### src/rnghg_pkg.sv
// constants shared by the random number health gate
package rnghg_pkg;
  // word formats
  localparam int WORD_W_NARROW = 8;
  localparam int WORD_W_WIDE = 16;
  // total-failure test: longest run of equal raw bits tolerated
  localparam int STUCK_RUN_MAX = 32;
  // online test window and accepted ones-count band (monobit style)
  localparam int WIN_BITS = 256;
  localparam int ONES_MIN = 96;
  localparam int ONES_MAX = 160;
  // counter widths
  localparam int RUN_W = 6;
  localparam int WIN_W = 9;
  localparam int WCNT_W = 5;
  // path select codes
  localparam logic PATH_TRUE = 1'b0;
  localparam logic PATH_HYBRID = 1'b1;
endpackage : rnghg_pkg

### src/rnghg_health_if.sv
// health verdict bundle between online test and output gate
`timescale 1ns/10ps
interface rnghg_health_if;
  logic bit_stb;
  logic raw_bit;
  logic win_done;
  logic win_pass;
  logic total_fail;
  modport tester (input bit_stb, input raw_bit, output win_done, output win_pass,
    output total_fail);
  modport gate (output bit_stb, output raw_bit, input win_done, input win_pass,
    input total_fail);
endinterface : rnghg_health_if

### src/rnghg_gate.sv
// output gate of the random number source: health tests and word packing
`timescale 1ns/10ps
module rnghg_gate (
  // clock and reset
  input wire logic clk,
  input wire logic reset_n,
  // raw entropy source, asynchronous to clk
  input wire logic raw_bit_in,
  input wire logic raw_stb_in,
  // configuration from the core
  input wire logic enable,
  input wire logic wide_word,
  input wire logic path_hybrid,
  // random word to the core
  output logic [rnghg_pkg::WORD_W_WIDE-1:0] word,
  output logic word_valid,
  input wire logic word_ack,
  // status
  output logic startup_done,
  output logic fail_total,
  output logic fail_stat
);
  typedef enum logic [3:0] {
    ST_IDLE = 4'h1,
    ST_STARTUP = 4'h2,
    ST_RUN = 4'h4,
    ST_DEAD = 4'h8
  } rnghg_state_e;

  logic rst_meta, rst_n;
  logic bit_m, bit_s, stb_m, stb_s, stb_d;
  rnghg_state_e state, next_state;
  logic [rnghg_pkg::WORD_W_WIDE-1:0] shreg, next_shreg, next_word;
  logic [rnghg_pkg::WCNT_W-1:0] nbits, next_nbits;
  logic next_word_valid, next_fail_total, next_fail_stat, next_startup_done;
  logic stb_rise;
  logic [rnghg_pkg::WCNT_W-1:0] need;
  rnghg_health_if hif ();

  // reset release through two flops
  always_ff @(posedge clk or negedge reset_n) begin
    if (!reset_n) begin
      rst_meta <= 1'b0;
      rst_n <= 1'b0;
    end else begin
      rst_meta <= 1'b1;
      rst_n <= rst_meta;
    end
  end

  // raw pins pass two flops; the strobe gets a third flop so its second and third copies form the rising edge
  always_ff @(posedge clk or negedge rst_n) begin
    if (!rst_n) begin
      bit_m <= 1'b0;
      bit_s <= 1'b0;
      stb_m <= 1'b0;
      stb_s <= 1'b0;
      stb_d <= 1'b0;
    end else begin
      bit_m <= raw_bit_in;
      bit_s <= bit_m;
      stb_m <= raw_stb_in;
      stb_s <= stb_m;
      stb_d <= stb_s;
    end
  end

  assign stb_rise = stb_s & ~stb_d;
  assign hif.bit_stb = stb_rise && (state != ST_IDLE) && (state != ST_DEAD);
  assign hif.raw_bit = bit_s;
  assign need = wide_word ? rnghg_pkg::WCNT_W'(rnghg_pkg::WORD_W_WIDE)
                          : rnghg_pkg::WCNT_W'(rnghg_pkg::WORD_W_NARROW);

  rnghg_online_test u_test (
    .clk(clk),
    .rst_n(rst_n),
    .hif(hif)
  );

  // sequencing, packing and withholding
  always_comb begin
    next_state = state;
    next_shreg = shreg;
    next_nbits = nbits;
    next_word = word;
    next_word_valid = word_valid && !word_ack;
    next_fail_total = fail_total;
    next_fail_stat = fail_stat;
    next_startup_done = startup_done;
    unique case (state)
      ST_IDLE: begin
        if (enable) begin
          next_state = ST_STARTUP;
          next_nbits = '0;
        end
      end
      ST_STARTUP: begin
        // nothing leaves before the first window passes
        if (hif.win_done && hif.win_pass) begin
          next_state = ST_RUN;
          next_startup_done = 1'b1;
        end else if (hif.win_done) begin
          next_fail_stat = 1'b1;
        end
      end
      ST_RUN: begin
        // disable wins over packing, else a word could stand with no startup pass
        if (!enable) begin
          next_state = ST_IDLE;
          next_word_valid = 1'b0;
          next_startup_done = 1'b0;
        end else if (hif.bit_stb) begin
          next_shreg = {shreg[rnghg_pkg::WORD_W_WIDE-2:0], hif.raw_bit};
          next_nbits = nbits + 1'b1;
          if (next_nbits == need) begin
            next_nbits = '0;
            // a word still pending is overwritten; old bits are lost
            next_word = wide_word ? next_shreg
                      : {8'h00, next_shreg[rnghg_pkg::WORD_W_NARROW-1:0]};
            next_word_valid = 1'b1;
          end
        end
        if (hif.win_done && !hif.win_pass) begin
          next_fail_stat = 1'b1;
          // a disable in the same cycle still takes the block to idle
          next_state = enable ? ST_STARTUP : ST_IDLE;
          next_startup_done = 1'b0;
          next_word_valid = 1'b0;
          next_nbits = '0;
        end
      end
      ST_DEAD: begin
        next_word_valid = 1'b0;
      end
      default: next_state = ST_IDLE;
    endcase
    // both paths share the stuck check; a failure drops the pending word too
    if (hif.total_fail) begin
      next_state = ST_DEAD;
      next_fail_total = 1'b1;
      next_word_valid = 1'b0;
      next_startup_done = 1'b0;
    end
  end

  // registers of the sequencer
  always_ff @(posedge clk or negedge rst_n) begin
    if (!rst_n) begin
      state <= ST_IDLE;
      shreg <= '0;
      nbits <= '0;
      word <= '0;
      word_valid <= 1'b0;
      fail_total <= 1'b0;
      fail_stat <= 1'b0;
      startup_done <= 1'b0;
    end else begin
      state <= next_state;
      shreg <= next_shreg;
      nbits <= next_nbits;
      word <= next_word;
      word_valid <= next_word_valid;
      fail_total <= next_fail_total;
      fail_stat <= next_fail_stat;
      startup_done <= next_startup_done;
    end
  end

  // path_hybrid only labels the source; post-processing lives elsewhere
  logic unused_path;
  assign unused_path = path_hybrid;

  // withholding, word-format and sticky-status properties
  a_dead_no_valid: assert property (@(posedge clk) disable iff (!rst_n)
    fail_total |-> !word_valid) else $error("word valid after total failure");
  a_fail_kills_word: assert property (@(posedge clk) disable iff (!rst_n)
    hif.total_fail |=> !word_valid) else $error("word survived failure");
  a_startup_gate: assert property (@(posedge clk) disable iff (!rst_n)
    word_valid |-> startup_done) else $error("word before startup pass");
  a_defect_blocks: assert property (@(posedge clk) disable iff (!rst_n)
    (state == ST_RUN && hif.win_done && !hif.win_pass) |=> !word_valid && fail_stat)
    else $error("defect did not block output");
  a_narrow_word: assert property (@(posedge clk) disable iff (!rst_n)
    (word_valid && !wide_word) |-> word[15:8] == 8'h00)
    else $error("narrow word upper bits set");
  a_total_sticky: assert property (@(posedge clk) disable iff (!rst_n)
    $past(fail_total) |-> fail_total) else $error("total failure cleared");
  a_hybrid_dead: assert property (@(posedge clk) disable iff (!rst_n)
    (path_hybrid && hif.total_fail) |=> state == ST_DEAD)
    else $error("hybrid path not stopped");
  a_stat_sticky: assert property (@(posedge clk) disable iff (!rst_n)
    $past(fail_stat) |-> fail_stat) else $error("defect flag cleared");
  a_dead_stays: assert property (@(posedge clk) disable iff (!rst_n)
    state == ST_DEAD |=> state == ST_DEAD)
    else $error("dead state left without reset");
  a_idle_quiet: assert property (@(posedge clk) disable iff (!rst_n)
    state == ST_IDLE |-> !word_valid && !startup_done)
    else $error("word or startup status while idle");
  a_startup_cause: assert property (@(posedge clk) disable iff (!rst_n)
    $rose(startup_done) |-> $past(hif.win_done && hif.win_pass))
    else $error("startup passed without a good window");
  a_ack_clears: assert property (@(posedge clk) disable iff (!rst_n)
    (word_valid && word_ack && !hif.bit_stb) |=> !word_valid)
    else $error("taken word still marked valid");
  // main scenarios for coverage
  c_startup_pass: cover property (@(posedge clk) disable iff (!rst_n) $rose(startup_done));
  c_wide_word: cover property (@(posedge clk) disable iff (!rst_n) word_valid && wide_word);
  c_word_out: cover property (@(posedge clk) disable iff (!rst_n) $rose(word_valid));
  c_total_fail: cover property (@(posedge clk) disable iff (!rst_n) $rose(fail_total));
  c_stat_fail: cover property (@(posedge clk) disable iff (!rst_n) $rose(fail_stat));
endmodule : rnghg_gate

### src/rnghg_online_test.sv
// continuous total-failure and statistical test on the raw bit stream
`timescale 1ns/10ps
module rnghg_online_test (
  // clock and synchronised reset
  input wire logic clk,
  input wire logic rst_n,
  // verdicts
  rnghg_health_if.tester hif
);
  logic [rnghg_pkg::RUN_W-1:0] run_len, next_run_len;
  logic last_bit, next_last_bit;
  logic [rnghg_pkg::WIN_W-1:0] win_cnt, next_win_cnt;
  logic [rnghg_pkg::WIN_W-1:0] ones, next_ones;
  logic done, next_done, pass, next_pass, tfail, next_tfail;

  // run-length stuck detection and windowed ones count, every raw bit
  always_comb begin
    next_run_len = run_len;
    next_last_bit = last_bit;
    next_win_cnt = win_cnt;
    next_ones = ones;
    next_done = 1'b0;
    next_pass = pass;
    next_tfail = 1'b0;
    if (hif.bit_stb) begin
      next_last_bit = hif.raw_bit;
      if (hif.raw_bit == last_bit) begin
        next_run_len = run_len + 1'b1;
        if (run_len >= rnghg_pkg::RUN_W'(rnghg_pkg::STUCK_RUN_MAX - 1)) begin
          next_tfail = 1'b1;
        end
      end else begin
        next_run_len = '0;
      end
      next_ones = ones + rnghg_pkg::WIN_W'(hif.raw_bit);
      next_win_cnt = win_cnt + 1'b1;
      if (win_cnt == rnghg_pkg::WIN_W'(rnghg_pkg::WIN_BITS - 1)) begin
        next_done = 1'b1;
        // ones band is only a coarse screen; entropy per bit is not measured here
        next_pass = (next_ones >= rnghg_pkg::WIN_W'(rnghg_pkg::ONES_MIN)) &&
                    (next_ones <= rnghg_pkg::WIN_W'(rnghg_pkg::ONES_MAX));
        next_win_cnt = '0;
        next_ones = '0;
      end
    end
  end

  // counters and verdict flags register only
  always_ff @(posedge clk or negedge rst_n) begin
    if (!rst_n) begin
      run_len <= '0;
      last_bit <= 1'b0;
      win_cnt <= '0;
      ones <= '0;
      done <= 1'b0;
      pass <= 1'b0;
      tfail <= 1'b0;
    end else begin
      run_len <= next_run_len;
      last_bit <= next_last_bit;
      win_cnt <= next_win_cnt;
      ones <= next_ones;
      done <= next_done;
      pass <= next_pass;
      tfail <= next_tfail;
    end
  end

  assign hif.win_done = done;
  assign hif.win_pass = pass;
  assign hif.total_fail = tfail;

  a_window_period: assert property (@(posedge clk) disable iff (!rst_n)
    done |-> !$past(done)) else $error("window verdict repeated");
endmodule : rnghg_online_test

### config.mk
export PLATFORM = sky130hd
export DESIGN_NAME = rnghg_gate
export DESIGN_NICKNAME = d
export VERILOG_FILES = /design/src/rnghg_pkg.sv /design/src/rnghg_health_if.sv /design/src/rnghg_gate.sv /design/src/rnghg_online_test.sv
export SDC_FILE = /design/constraint.sdc
export NUM_CORES = 1
export LEC_CHECK = 0
export ABC_AREA = 0
export BUFFER_PORTS_ARGS = -buffer_cell sky130_fd_sc_hd__buf_2
export CELL_PAD_IN_SITES_DETAIL_PLACEMENT = 2
export CELL_PAD_IN_SITES_GLOBAL_PLACEMENT = 2
export CORE_MARGIN = 2
export CORE_UTILIZATION = 42
export CTS_CLUSTER_SIZE = 30
export DETAILED_ROUTE_END_ITERATION = 12
export GPL_TIMING_DRIVEN = 1
export PLACE_DENSITY_LB_ADDON = 0.05
export SLEW_MARGIN = 20
export SYNTH_ARGS = -nofsm -noshare
export SYNTH_HDL_FRONTEND = slang
export SYNTH_SLANG_ARGS = --single-unit
### constraint.sdc
create_clock -name clk -period 4.95 [get_ports clk]
set_input_delay 0.2475 -clock clk [delete_from_list [all_inputs] [get_ports clk]]
set_output_delay 0.2475 -clock clk [all_outputs]
set_load 0.01 [all_outputs]
==> results.yml, run 1 <==
floorplanning:
  std_cell_rows: 34
  num_io_pins: 28
  initial_utilization_pct: 43.1
  horiz_die_dim_um: 98.3
  dieArea_mm2: 0.00967
  core_mm2: 0.00868
  chipHeight_um: 98.3
timing:
  hold_worst_slack_ps: 182
  fin_tns_setup_ps: 0
  finalHoldViolations: 0
  fin_crit_sh_pct: 50.6
  timing.slew.headroom_pct: 44.2
  final-max-slew-violation-count: 0
  fmaxAchievable_mhz: 399
  grt_setup_unrepaired: "no"
  timing_worst_slew_pin_value_ps: 836
  finalSetupViolCount: 0
  worst_clock_skew_ps: 9.13
  min_period_ps: 2510
finish:
  finish.cell_count_without_fillers: 495
  final_design_utilization_pct: 48.6
  synthToLayoutAreaGrowth_pct: 12.8
  area.sequential_mm2: 0.00198
  finish.instance_area_mm2: 0.00422
  diodes: 0
  final_net_count: 395
  area_of_the_multi_input_gates_mm2: 0.00164
  mostFrequentLayoutCells: "dfrtp_1 (77), nand2_1 (49), o21ai_0 (45)"
  fillCellCount: 937
  layout_commonest_cell: "dfrtp_1"
  layout-drive-gt1-share_pct: 20.7
global_routing:
  globalRouteOverflowTotal: 0
  antenna_found_initial: 0
  grt_first_pass_wirelength_mm: 15.9
  grt_start_max_net_pins: 78
  grt.total_usage_pct: 20.7
  grt_pass1_vias: 3029
power_and_ir_drop:
  cellLeakagePower_nw: 1.93
  ir_drop_uv: 213
  power-per-cell-area_mw_per_mm2: 381
critical_path:
  critical_path.max_stage_delay_ps: 690
  critPathTopFamily: "simple AND/OR/NAND/NOR gates"
  crit_arrival_ps: 2780
  setup_crit_path_kind: "register to register"
  worstPathMaxFanout: 28
  reg2reg_depth: 6
  crit_buf_inv: 1
  timing.critical_path.cells: "xnor2_1, o311ai_4, buf_4, nor2_2, nand3_1, o21ai_0"
  cp_slowest_cell: "nor2_2"
  timing.critical_path.depth: 6
  element_type_at_the_critical_path_end: "register"
  critical_path.startpoint_type: "register"
  worstPathRequired_ps: 5220
synth:
  synthesis.nets: 373
  postSynth.topFlopCell: "dfrtp_1"
  area_of_the_mapped_netlist_mm2: 0.00374
  yosys_warnings: 0
  gate_count_of_the_mapped_netlist: 360
  yosysSeqAreaShare_pct: 52.9
  async_reset_ff_share_pct: 100
  synth_edf_count: 0
  total_of_flip_flops_plus_latches_after_synthesis: 79
  synth.lib_cells_used.distinct: 58
  synth.avg_cell_area_um2: 10.4
detailed_routing:
  wire_per_inst_um: 19.0
  route.antenna.remaining_nets: 0
  drc: 0
  vias: 2849
  vias_per_cell: 5.76
  drt_first_iter_violations: 76
  first_pass_iters: 4
  drt-total-wl_mm: 9.41
cts:
  post_cts_setup_buffers: 0
  tritoncts_clock_tree: "done"
  clock_transition_at_the_registers_of_the_reported_paths_ps: 90
  cts-resized-gates: 0
  numCtsBuffers: 9
  cts.path.max_buffers: 2
  htree_num_levels: 3
  cts_root_buffer: "clkbuf_8"
  cts.sinks: 79
  clock_latency_at_the_later_pin_of_the_worst_skew_pair_ps: 360
hold_path:
  cells_on_worst_hold_path: 4
  worstHoldPathType: "primary input to register"
flow_run:
  drv_cap: 0
placement:
  place_inst: 475
  hpwl_mm: 6.05
  gp_congestion: 0.741
  port-buffer-count: 26
  dpl_cell_area_mm2: 0.00393
status:
  run_status: "finished clean"
==> per-layer routing <==
metal  wire length [um]  share of wire, %  track usage [%]  up-vias
li1                   -                 -                -     1324
met4                101               1.1             5.69        0
met2               4850                52             35.2       34
met1               4250                45             26.7     1481
met3                208               2.2             4.37       10
met5                  0                 0                0        -
==> synthesized netlist by cell type (5+ instances only) <==
cell	count	area, um^2
dfrtp_1	78	1950
mux2_2	23	259
nand4_1	5	31.3
a21oi_1	8	40.0
nand2_1	49	184
nor2b_1	5	31.3
o21ai_0	45	225
ha_1	5	62.6
xnor2_1	6	52.6
inv_1	9	33.8
a31oi_1	5	31.3
buf_2	8	40.0
nand2b_1	6	37.5
nor2_1	19	71.3
clkbuf_1	10	37.5
nand3_1	12	60.1
==> power breakdown <==
group	internal, W	switching [W]
clock	0.000290	0.000268
sequential	0.000703	0.0000832
combinational	0.000103	0.000158
==> layout make-up <==
class / instances / area share (%)
Sequential cell: 79 / 47.0
Multi-Input combinational cell: 251 / 38.8
Timing Repair Buffer: 32 / 4.81
Tap cell: 108 / 3.20
Clock buffer: 9 / 2.94
Clock inverter: 7 / 2.43
Inverter: 9 / 0.801
==> logic make-up after synthesis <==
logic type / count (synthesis) / share of synthesized area, %
multiplexers: 26 / 7.73
XOR/XNOR: 10 / 2.34
adder cells (fa/ha/maj): 5 / 1.67
flip-flops: 79 / 52.9
AO/OA/AOI/OAI: 88 / 15.0
buffers and inverters: 30 / 3.68
AND/OR/NAND/NOR: 121 / 16.5
other: 1 / 0.100
==> worst reg2reg max path: stages (launching register included) <==
cell	delay (ps)
dfstp_2	640
xnor2_1	220
o311ai_4	110
buf_4	250
nor2_2	690
nand3_1	290
o21ai_0	230
==> sequential cells by signal, indices dropped and copies added (netlist names), 4 cells and up <==
register / cells
u_test.win_cnt: 9
u_test.ones: 9
u_test.run_len: 6
state: 4
nbits: 5
shreg: 15
word: 16
==> repair_timing <==
action | in CTS | in global routing
endpoints found under the setup margin | 0 | 0
endpoints found under the hold margin | 4 | 0
hold buffers | 3 | 0
==> metrics by stage <==
step | setup WS [ps] | power [W]
finish | 2440 | 0.00160
global route | 2270 | 0.00169
CTS | 2440 | 0.00162
detailed placement | 2460 | 0.00105
global placement | 2510 | 0.00103
floorplan | 2590 | 0.000975
==> worst paths after layout <==
path | start | endpoint | slack (ps)
setup reg to reg | state[0] | nbits[0] | 2440
hold reg to reg | rst_n | u_test.win_cnt[6] | 280
max in group asynchronous | rst_n | word[6] | 4090
min in group asynchronous | reset_n | rst_n | 190
setup / recovery | state[0] | nbits[0] | 2440
hold / removal | word_ack | word_valid | 180
Note: power is estimated with default switching activity, not from simulation.
==> run 2, diff against run 1 <==
--- a/config.mk
+++ b/config.mk
@@ -10,7 +10,7 @@
 export CELL_PAD_IN_SITES_DETAIL_PLACEMENT = 2
 export CELL_PAD_IN_SITES_GLOBAL_PLACEMENT = 2
 export CORE_MARGIN = 2
-export CORE_UTILIZATION = 42
+export CORE_UTILIZATION = 35
 export CTS_CLUSTER_SIZE = 30
 export DETAILED_ROUTE_END_ITERATION = 12
 export GPL_TIMING_DRIVEN = 1
==> constraint.sdc (replaced) <==
create_clock -name clk -period 2.02 [get_ports clk]
set_input_delay 0.101 -clock clk [delete_from_list [all_inputs] [get_ports clk]]
set_output_delay 0.101 -clock clk [all_outputs]
set_load 0.01 [all_outputs]
==> run 2 against run 1 <==
Compared with the run above: worst hold slack lost 130 ps; clock skew grew 4.5 ps; power grew 140%; critical path depth grew 1; sequential share of layout area shrank 2.5 points; non-clock buffer count grew 18; first-iteration DRC count shrank 11%; worst setup slack lost 2400 ps; sequential power grew 150%; die area grew 19%.
==> results.yml, run 2 (synthesis results as in run 1) <==
detailed_routing:
  route.antenna.remaining_nets: 0
  first_pass_iters: 4
  vias_per_cell: 5.24
  drt-total-wl_mm: 9.23
  drt_first_iter_violations: 68
  vias: 2847
  drc: 0
  wire_per_inst_um: 17.0
critical_path:
  critical_path.startpoint_type: "register"
  worstPathRequired_ps: 2290
  worstReg2RegEnd: "u_test.hif.win_pass"
  rrSetupSlack_ps: 50
  crit_arrival_ps: 2240
  reg2reg_launch_point: "bit_s"
  element_type_at_the_critical_path_end: "register"
  reg2reg_depth: 7
  setup_crit_path_kind: "register to register"
  worstPathMaxFanout: 3
floorplanning:
  dieArea_mm2: 0.0115
  chipHeight_um: 107
  horiz_die_dim_um: 107
  num_io_pins: 28
  initial_utilization_pct: 36.2
  std_cell_rows: 37
  core_mm2: 0.0103
flow_run:
  drv_cap: 0
timing:
  fin_crit_sh_pct: 97.7
  final-max-slew-violation-count: 0
  fin_tns_setup_ps: 0
  worst_clock_skew_ps: 13.6
  min_period_ps: 1970
  grt_setup_unrepaired: "yes"
  finalWorstSetupSlack_ps: 46.6
  timing_worst_slew_pin_value_ps: 554
  timing.slew.headroom_pct: 63.0
  finalHoldViolations: 0
  finalSetupViolCount: 0
  fmaxAchievable_mhz: 507
global_routing:
  grt.total_usage_pct: 17.4
  grt_start_max_net_pins: 33
  antenna_found_initial: 0
  globalRouteOverflowTotal: 0
  grt_pass1_vias: 3055
  grt_first_pass_wirelength_mm: 15.5
placement:
  place_ws_ps: 21.8
  gp_congestion: 0.733
  place_inst: 517
  port-buffer-count: 26
  hpwl_mm: 6.16
cts:
  numCtsBuffers: 9
  clock_latency_at_the_later_pin_of_the_worst_skew_pair_ps: 370
  cts.path.max_buffers: 2
  clock_transition_at_the_registers_of_the_reported_paths_ps: 80
  tritoncts_clock_tree: "done"
  cts.sinks: 79
  cts_root_buffer: "clkbuf_8"
  htree_num_levels: 3
finish:
  largestRegisters: "word x16, shreg x15"
  final_design_utilization_pct: 43.1
  largest_reg_flops: 16
  mostFrequentLayoutCells: "dfrtp_1 (77), nand2_1 (49), o21ai_0 (45)"
  diodes: 0
  layout_commonest_cell: "dfrtp_1"
  area_of_the_multi_input_gates_mm2: 0.00170
  fillCellCount: 1076
  finish.cell_count_without_fillers: 543
  area.sequential_mm2: 0.00198
  max_flop_register: "word"
  synthToLayoutAreaGrowth_pct: 19.1
  layout-drive-gt1-share_pct: 26.3
  final_net_count: 415
power_and_ir_drop:
  p_comb_share_pct: 19.2
  switching_share_pct: 31.8
  post_layout_total_power_w: 0.00391
  ir_drop_uv: 385
  seq_power_share_pct: 49.2
  internal_power_w: 0.00267
  power.share.clock_pct: 31.6
  power-per-cell-area_mw_per_mm2: 878
  p_switching_w: 0.00124
  cellLeakagePower_nw: 2.05
hold_path:
  worstHoldPathType: "primary input to asynchronous set/reset pin"
status:
  run_status: "finished clean"
-- run 2: cell types whose count changed in the layout (fill, tap and decap cells not counted), sizes merged --
| cell | before | now |
|---|---|---|
| clkinv | 1 | 2 |
| clkinvlp | 1 | 2 |
| bufinv | 2 | 1 |
| inv | 12 | 10 |
| buf | 29 | 46 |
| dlygate4sd3 | 3 | 4 |
| clkbuf | 9 | 10 |
| nand4b | 2 | 4 |
-- run 2: per-stage QoR --
stage	instance area, um^2	hold WS, ps
2_1_floorplan	3740	-195
3_3_place_gp	4100	-114
3_5_place_dp	4100	-113
4_1_cts	4370	27.9
5_1_grt	4450	47.6
6_report	4450	48.0
-- run 2: layer usage --
layer	track usage [%]	wire, um	vias up
met5	0	0	-
met4	7.97	151	0
met3	2.72	199	10
met2	29.2	4600	26
met1	22.2	4280	1449
li1	-	-	1362
-- run 2: worst max-delay path, stage by stage, from the launching register on --
cell and delay, ps:
dfrtp_1 390, ha_2 220, ha_4 170, xor2_1 140, nor4_1 250, a41oi_1 80, o311a_1 380, o41ai_2 260
-- run 2: worst max-delay path by stage --
stage                          end  slack (ps)     start
2_1_floorplan            shreg[10]          90  state[0]
3_3_place_gp               word[2]          60  state[0]
3_5_place_dp               word[3]          20  state[0]
4_1_cts        u_test.hif.win_pass          10     bit_s
5_1_grt        u_test.hif.win_pass         -50     bit_s
6_report       u_test.hif.win_pass          50     bit_s
-- run 2: power by group through the flow --
stage / Clock [W] / Combinational [W] / Sequential, W
CTS: 0.00129 / 0.000720 / 0.00192
global placement: 0 / 0.000662 / 0.00194
global route: 0.00136 / 0.000855 / 0.00196
finish: 0.00123 / 0.000751 / 0.00193
detailed placement: 0 / 0.000704 / 0.00194
floorplan: 0 / 0.000540 / 0.00185
-- run 2: final cells by class --
type	count	share of cell area, %
timing repair buffer	50	8.04
multi-input combinational	253	38.3
clock buffer	10	3.09
sequential	79	44.5
inverter	9	0.759
tap	136	3.82
clock inverter	6	1.52
-- run 2: what timing repair did --
action | CTS | global route
gates cloned | 1 | 1
resized for setup | 1 | 9
endpoints found under the setup margin | 4 | 18
hold buffers | 4 | 0
setup buffers | 0 | 4
hold endpoints to repair | 5 | 0
pin swaps | 1 | 2
==> run 3, diff against run 2 <==
--- a/config.mk
+++ b/config.mk
@@ -5,16 +5,18 @@
 export SDC_FILE = /design/constraint.sdc
 export NUM_CORES = 1
 export LEC_CHECK = 0
-export ABC_AREA = 0
+export ABC_AREA = 1
 export BUFFER_PORTS_ARGS = -buffer_cell sky130_fd_sc_hd__buf_2
 export CELL_PAD_IN_SITES_DETAIL_PLACEMENT = 2
 export CELL_PAD_IN_SITES_GLOBAL_PLACEMENT = 2
 export CORE_MARGIN = 2
-export CORE_UTILIZATION = 35
+export CORE_UTILIZATION = 32
 export CTS_CLUSTER_SIZE = 30
 export DETAILED_ROUTE_END_ITERATION = 12
+export GPL_ROUTABILITY_DRIVEN = 0
 export GPL_TIMING_DRIVEN = 1
 export PLACE_DENSITY_LB_ADDON = 0.05
+export SETUP_SLACK_MARGIN = 0.3
 export SLEW_MARGIN = 20
 export SYNTH_ARGS = -nofsm -noshare
 export SYNTH_HDL_FRONTEND = slang
==> run 3 against run 2 <==
Compared with the run above: sequential power shrank 17%; first-iteration DRC count grew 32%; final cell count grew 24%; power is 17% lower; synthesized cell count rose by 30%; worst setup slack better by 300 ps; combinational power fell by 93%; sequential share of layout area decreased by 2.6 points; critical path type unchanged; critical endpoint is now word[8]; highest routed layer unchanged.
==> results.yml, run 3 <==
status:
  run_status: "finished clean"
critical_path:
  critical_path.startpoint_type: "register"
  critPathTopFamily: "simple AND/OR/NAND/NOR gates"
  element_type_at_the_critical_path_end: "register"
  crit_arrival_ps: 1950
  critical_path.max_stage_delay_ps: 410
  worstPathRequired_ps: 2300
  worstPathMaxFanout: 7
  cp_slowest_cell: "dfrtp_1"
  timing.critical_path.cells: "ha_4, nand2_4, nor2_4, nand2_2, nand2_1, nand2_1, nand2_2, nor2_4, buf_12, buf_8, nand3b_1, nand2_1"
  setup_crit_path_kind: "register to register"
  crit_buf_inv: 2
  most_frequent_cell_on_the_critical_path: "nand2_1"
detailed_routing:
  drt_first_iter_violations: 90
  wire_per_inst_um: 15.4
  route.antenna.remaining_nets: 0
  vias: 3255
  drt-total-wl_mm: 10.3
  drc: 0
  first_pass_iters: 4
  vias_per_cell: 4.84
cts:
  cts.sinks: 79
  htree_num_levels: 3
  clock_latency_at_the_later_pin_of_the_worst_skew_pair_ps: 340
  tritoncts_clock_tree: "done"
  cts.path.max_buffers: 2
  clock_transition_at_the_registers_of_the_reported_paths_ps: 60
  cts_root_buffer: "clkbuf_16"
  numCtsBuffers: 9
synth:
  synth.lib_cells_used.distinct: 30
  netlist_top_cells_area: "dfrtp_1 (52%), nand2_1 (19%), inv_1 (4.4%)"
  synth_most_common_cell: "nand2_1"
  yosysTopAreaCellShare_pct: 52.1
  yosys.area.top_type: "dfrtp_1"
  combinational_family_with_the_most_area_after_synthesis: "simple AND/OR/NAND/NOR gates"
  area_fraction_in_and_or_nand_and_nor_cells_after_synthesis_pct: 32.5
  adder_and_majority_cell_fraction_of_the_synthesized_area_pct: 1.67
  area_of_the_mapped_netlist_mm2: 0.00375
  synth_xor_area_share_pct: 1.17
  async_reset_ff_share_pct: 100
  postSynth.topFlopCell: "dfrtp_1"
  synth.avg_cell_area_um2: 8.01
  total_of_flip_flops_plus_latches_after_synthesis: 79
  yosys_warnings: 0
  synth_common_cells: "nand2_1 (188), dfrtp_1 (78), inv_1 (44)"
  synthesis.nets: 481
  yosysSeqAreaShare_pct: 52.8
  synth_edf_count: 0
  synth_compound_area_share_pct: 5.14
  gate_count_of_the_mapped_netlist: 468
  synth.area.mux_share_pct: 0
global_routing:
  globalRouteMet1Util_pct: 22.6
  grt.total_usage_pct: 17.4
  use_met3_pct: 4.75
  grt.busiest_layer: "met2"
  globalRouteOverflowTotal: 0
  antenna_found_initial: 0
  grt_pass1_vias: 3552
  groute.layer.met2.usage_pct: 29.1
  grt_first_pass_wirelength_mm: 17.7
  grt_start_max_net_pins: 34
placement:
  dpl_cell_area_mm2: 0.00409
  port-buffer-count: 26
  hpwl_mm: 6.90
finish:
  fillCellCount: 1322
  area_of_the_multi_input_gates_mm2: 0.00166
  mostFrequentLayoutCells: "nand2_1 (182), dfrtp_1 (75), inv_1 (42)"
  diodes: 0
  finish.instance_area_mm2: 0.00474
  largest_reg_flops: 16
  layout_commonest_cell: "nand2_1"
  area.sequential_mm2: 0.00198
  synthToLayoutAreaGrowth_pct: 26.4
  final_net_count: 537
  layout-drive-gt1-share_pct: 19.8
  max_flop_register: "word"
  largestRegisters: "word x16, shreg x15"
flow_run:
  drv_cap: 0
timing:
  grt_setup_unrepaired: "yes"
  fmaxAchievable_mhz: 598
  worst_clock_skew_ps: 9.11
  finalHoldViolations: 0
  fin_crit_sh_pct: 82.7
  fin_tns_setup_ps: 0
  finalSetupViolCount: 0
  final-max-slew-violation-count: 0
  min_period_ps: 1670
floorplanning:
  initial_utilization_pct: 32.8
  core_mm2: 0.0114
  std_cell_rows: 39
  num_io_pins: 28
  chipHeight_um: 112
  dieArea_mm2: 0.0126
  horiz_die_dim_um: 112
hold_path:
  worstHoldPathType: "primary input to register"
power_and_ir_drop:
  cellLeakagePower_nw: 2.59
  power-per-cell-area_mw_per_mm2: 686
  ir_drop_uv: 461
[run 3: cell count changes in the layout (fill, tap and decap cells not counted), moves of 7 or more]
cell       delta
clkbuf_16     +9
clkbuf_8      -9
inv_1        +33
mux2_2       -23
nand2_1     +133
nand2_2       +7
nand3_1      +12
nand3b_1      +7
nor2_1       +14
o21ai_0      -35
[run 3: where the power goes]
group | switching (W) | total [W] | internal (W)
logic | 0.0000345 | 0.0000552 | 0.0000207
clock network | 0.000708 | 0.00159 | 0.000886
registers | 0.0000157 | 0.00160 | 0.00159
[run 3: repair_timing]
| action | in CTS | in global routing |
|---|---|---|
| pin swaps | 2 | 19 |
| cloned | 1 | 1 |
| endpoints found under the hold margin | 4 | 0 |
| hold buffers | 3 | 0 |
| gates resized for setup | 12 | 36 |
| setup buffers | 5 | 8 |
| setup endpoints to repair | 31 | 48 |
[run 3: tightest hold or removal path: cells and delay by family]
family,cells,cell delay (ps)
AND/OR/NAND/NOR,2,150
buffers and inverters,1,80
[run 3: final timing paths]
check / start / endpoint / slack [ps] / depth (start not counted)
max in group asynchronous: rst_n / nbits[2] / 1160 / 1
hold / removal: word_ack / word_valid / 30 / 3
min in group asynchronous: reset_n / rst_n / 70 / 2
setup / recovery: nbits[1] / word[8] / 350 / 12
hold reg to reg: rst_n / word[1] / 280 / 0
setup reg to reg: nbits[1] / word[8] / 350 / 12
[run 3: kinds of logic (layout without fill, tap and decap cells)]
family | count (synthesis) | in the layout
simple gates | 286 | 287
compound gates | 36 | 36
flops | 79 | 79
other cells | 1 | 1
xor+xnor | 5 | 5
buf+inv | 56 | 116
fa+ha+maj | 5 | 5
[run 3: through the flow]
step | setup WS, ps | instances | utilization, % | total power (W) | hold slack [ps]
global route | 242 | 672 | 41.5 | 0.00339 | 45.9
CTS | 291 | 663 | 39.7 | 0.00332 | 19.5
global placement | 147 | 638 | 35.8 | 0.00168 | -114
finish | 349 | 672 | 41.5 | 0.00325 | 34.0
detailed placement | 34.6 | 638 | 35.8 | 0.00169 | -111
floorplan | 451 | 468 | - | 0.00165 | -195
[run 3: per-layer routing]
layer | share of wire (%) | vias up
met5 | 0 | -
met3 | 2.5 | 5
li1 | - | 1592
met4 | 0.68 | 0
met2 | 50 | 32
met1 | 47 | 1626
[run 3: layout make-up]
cell class / instances / area share, %
Clock buffer: 10 / 5.04
Multi-Input combinational cell: 334 / 34.9
Clock inverter: 6 / 1.13
Sequential cell: 79 / 41.9
Timing Repair Buffer: 55 / 9.61
Inverter: 45 / 3.67
Tap cell: 143 / 3.77
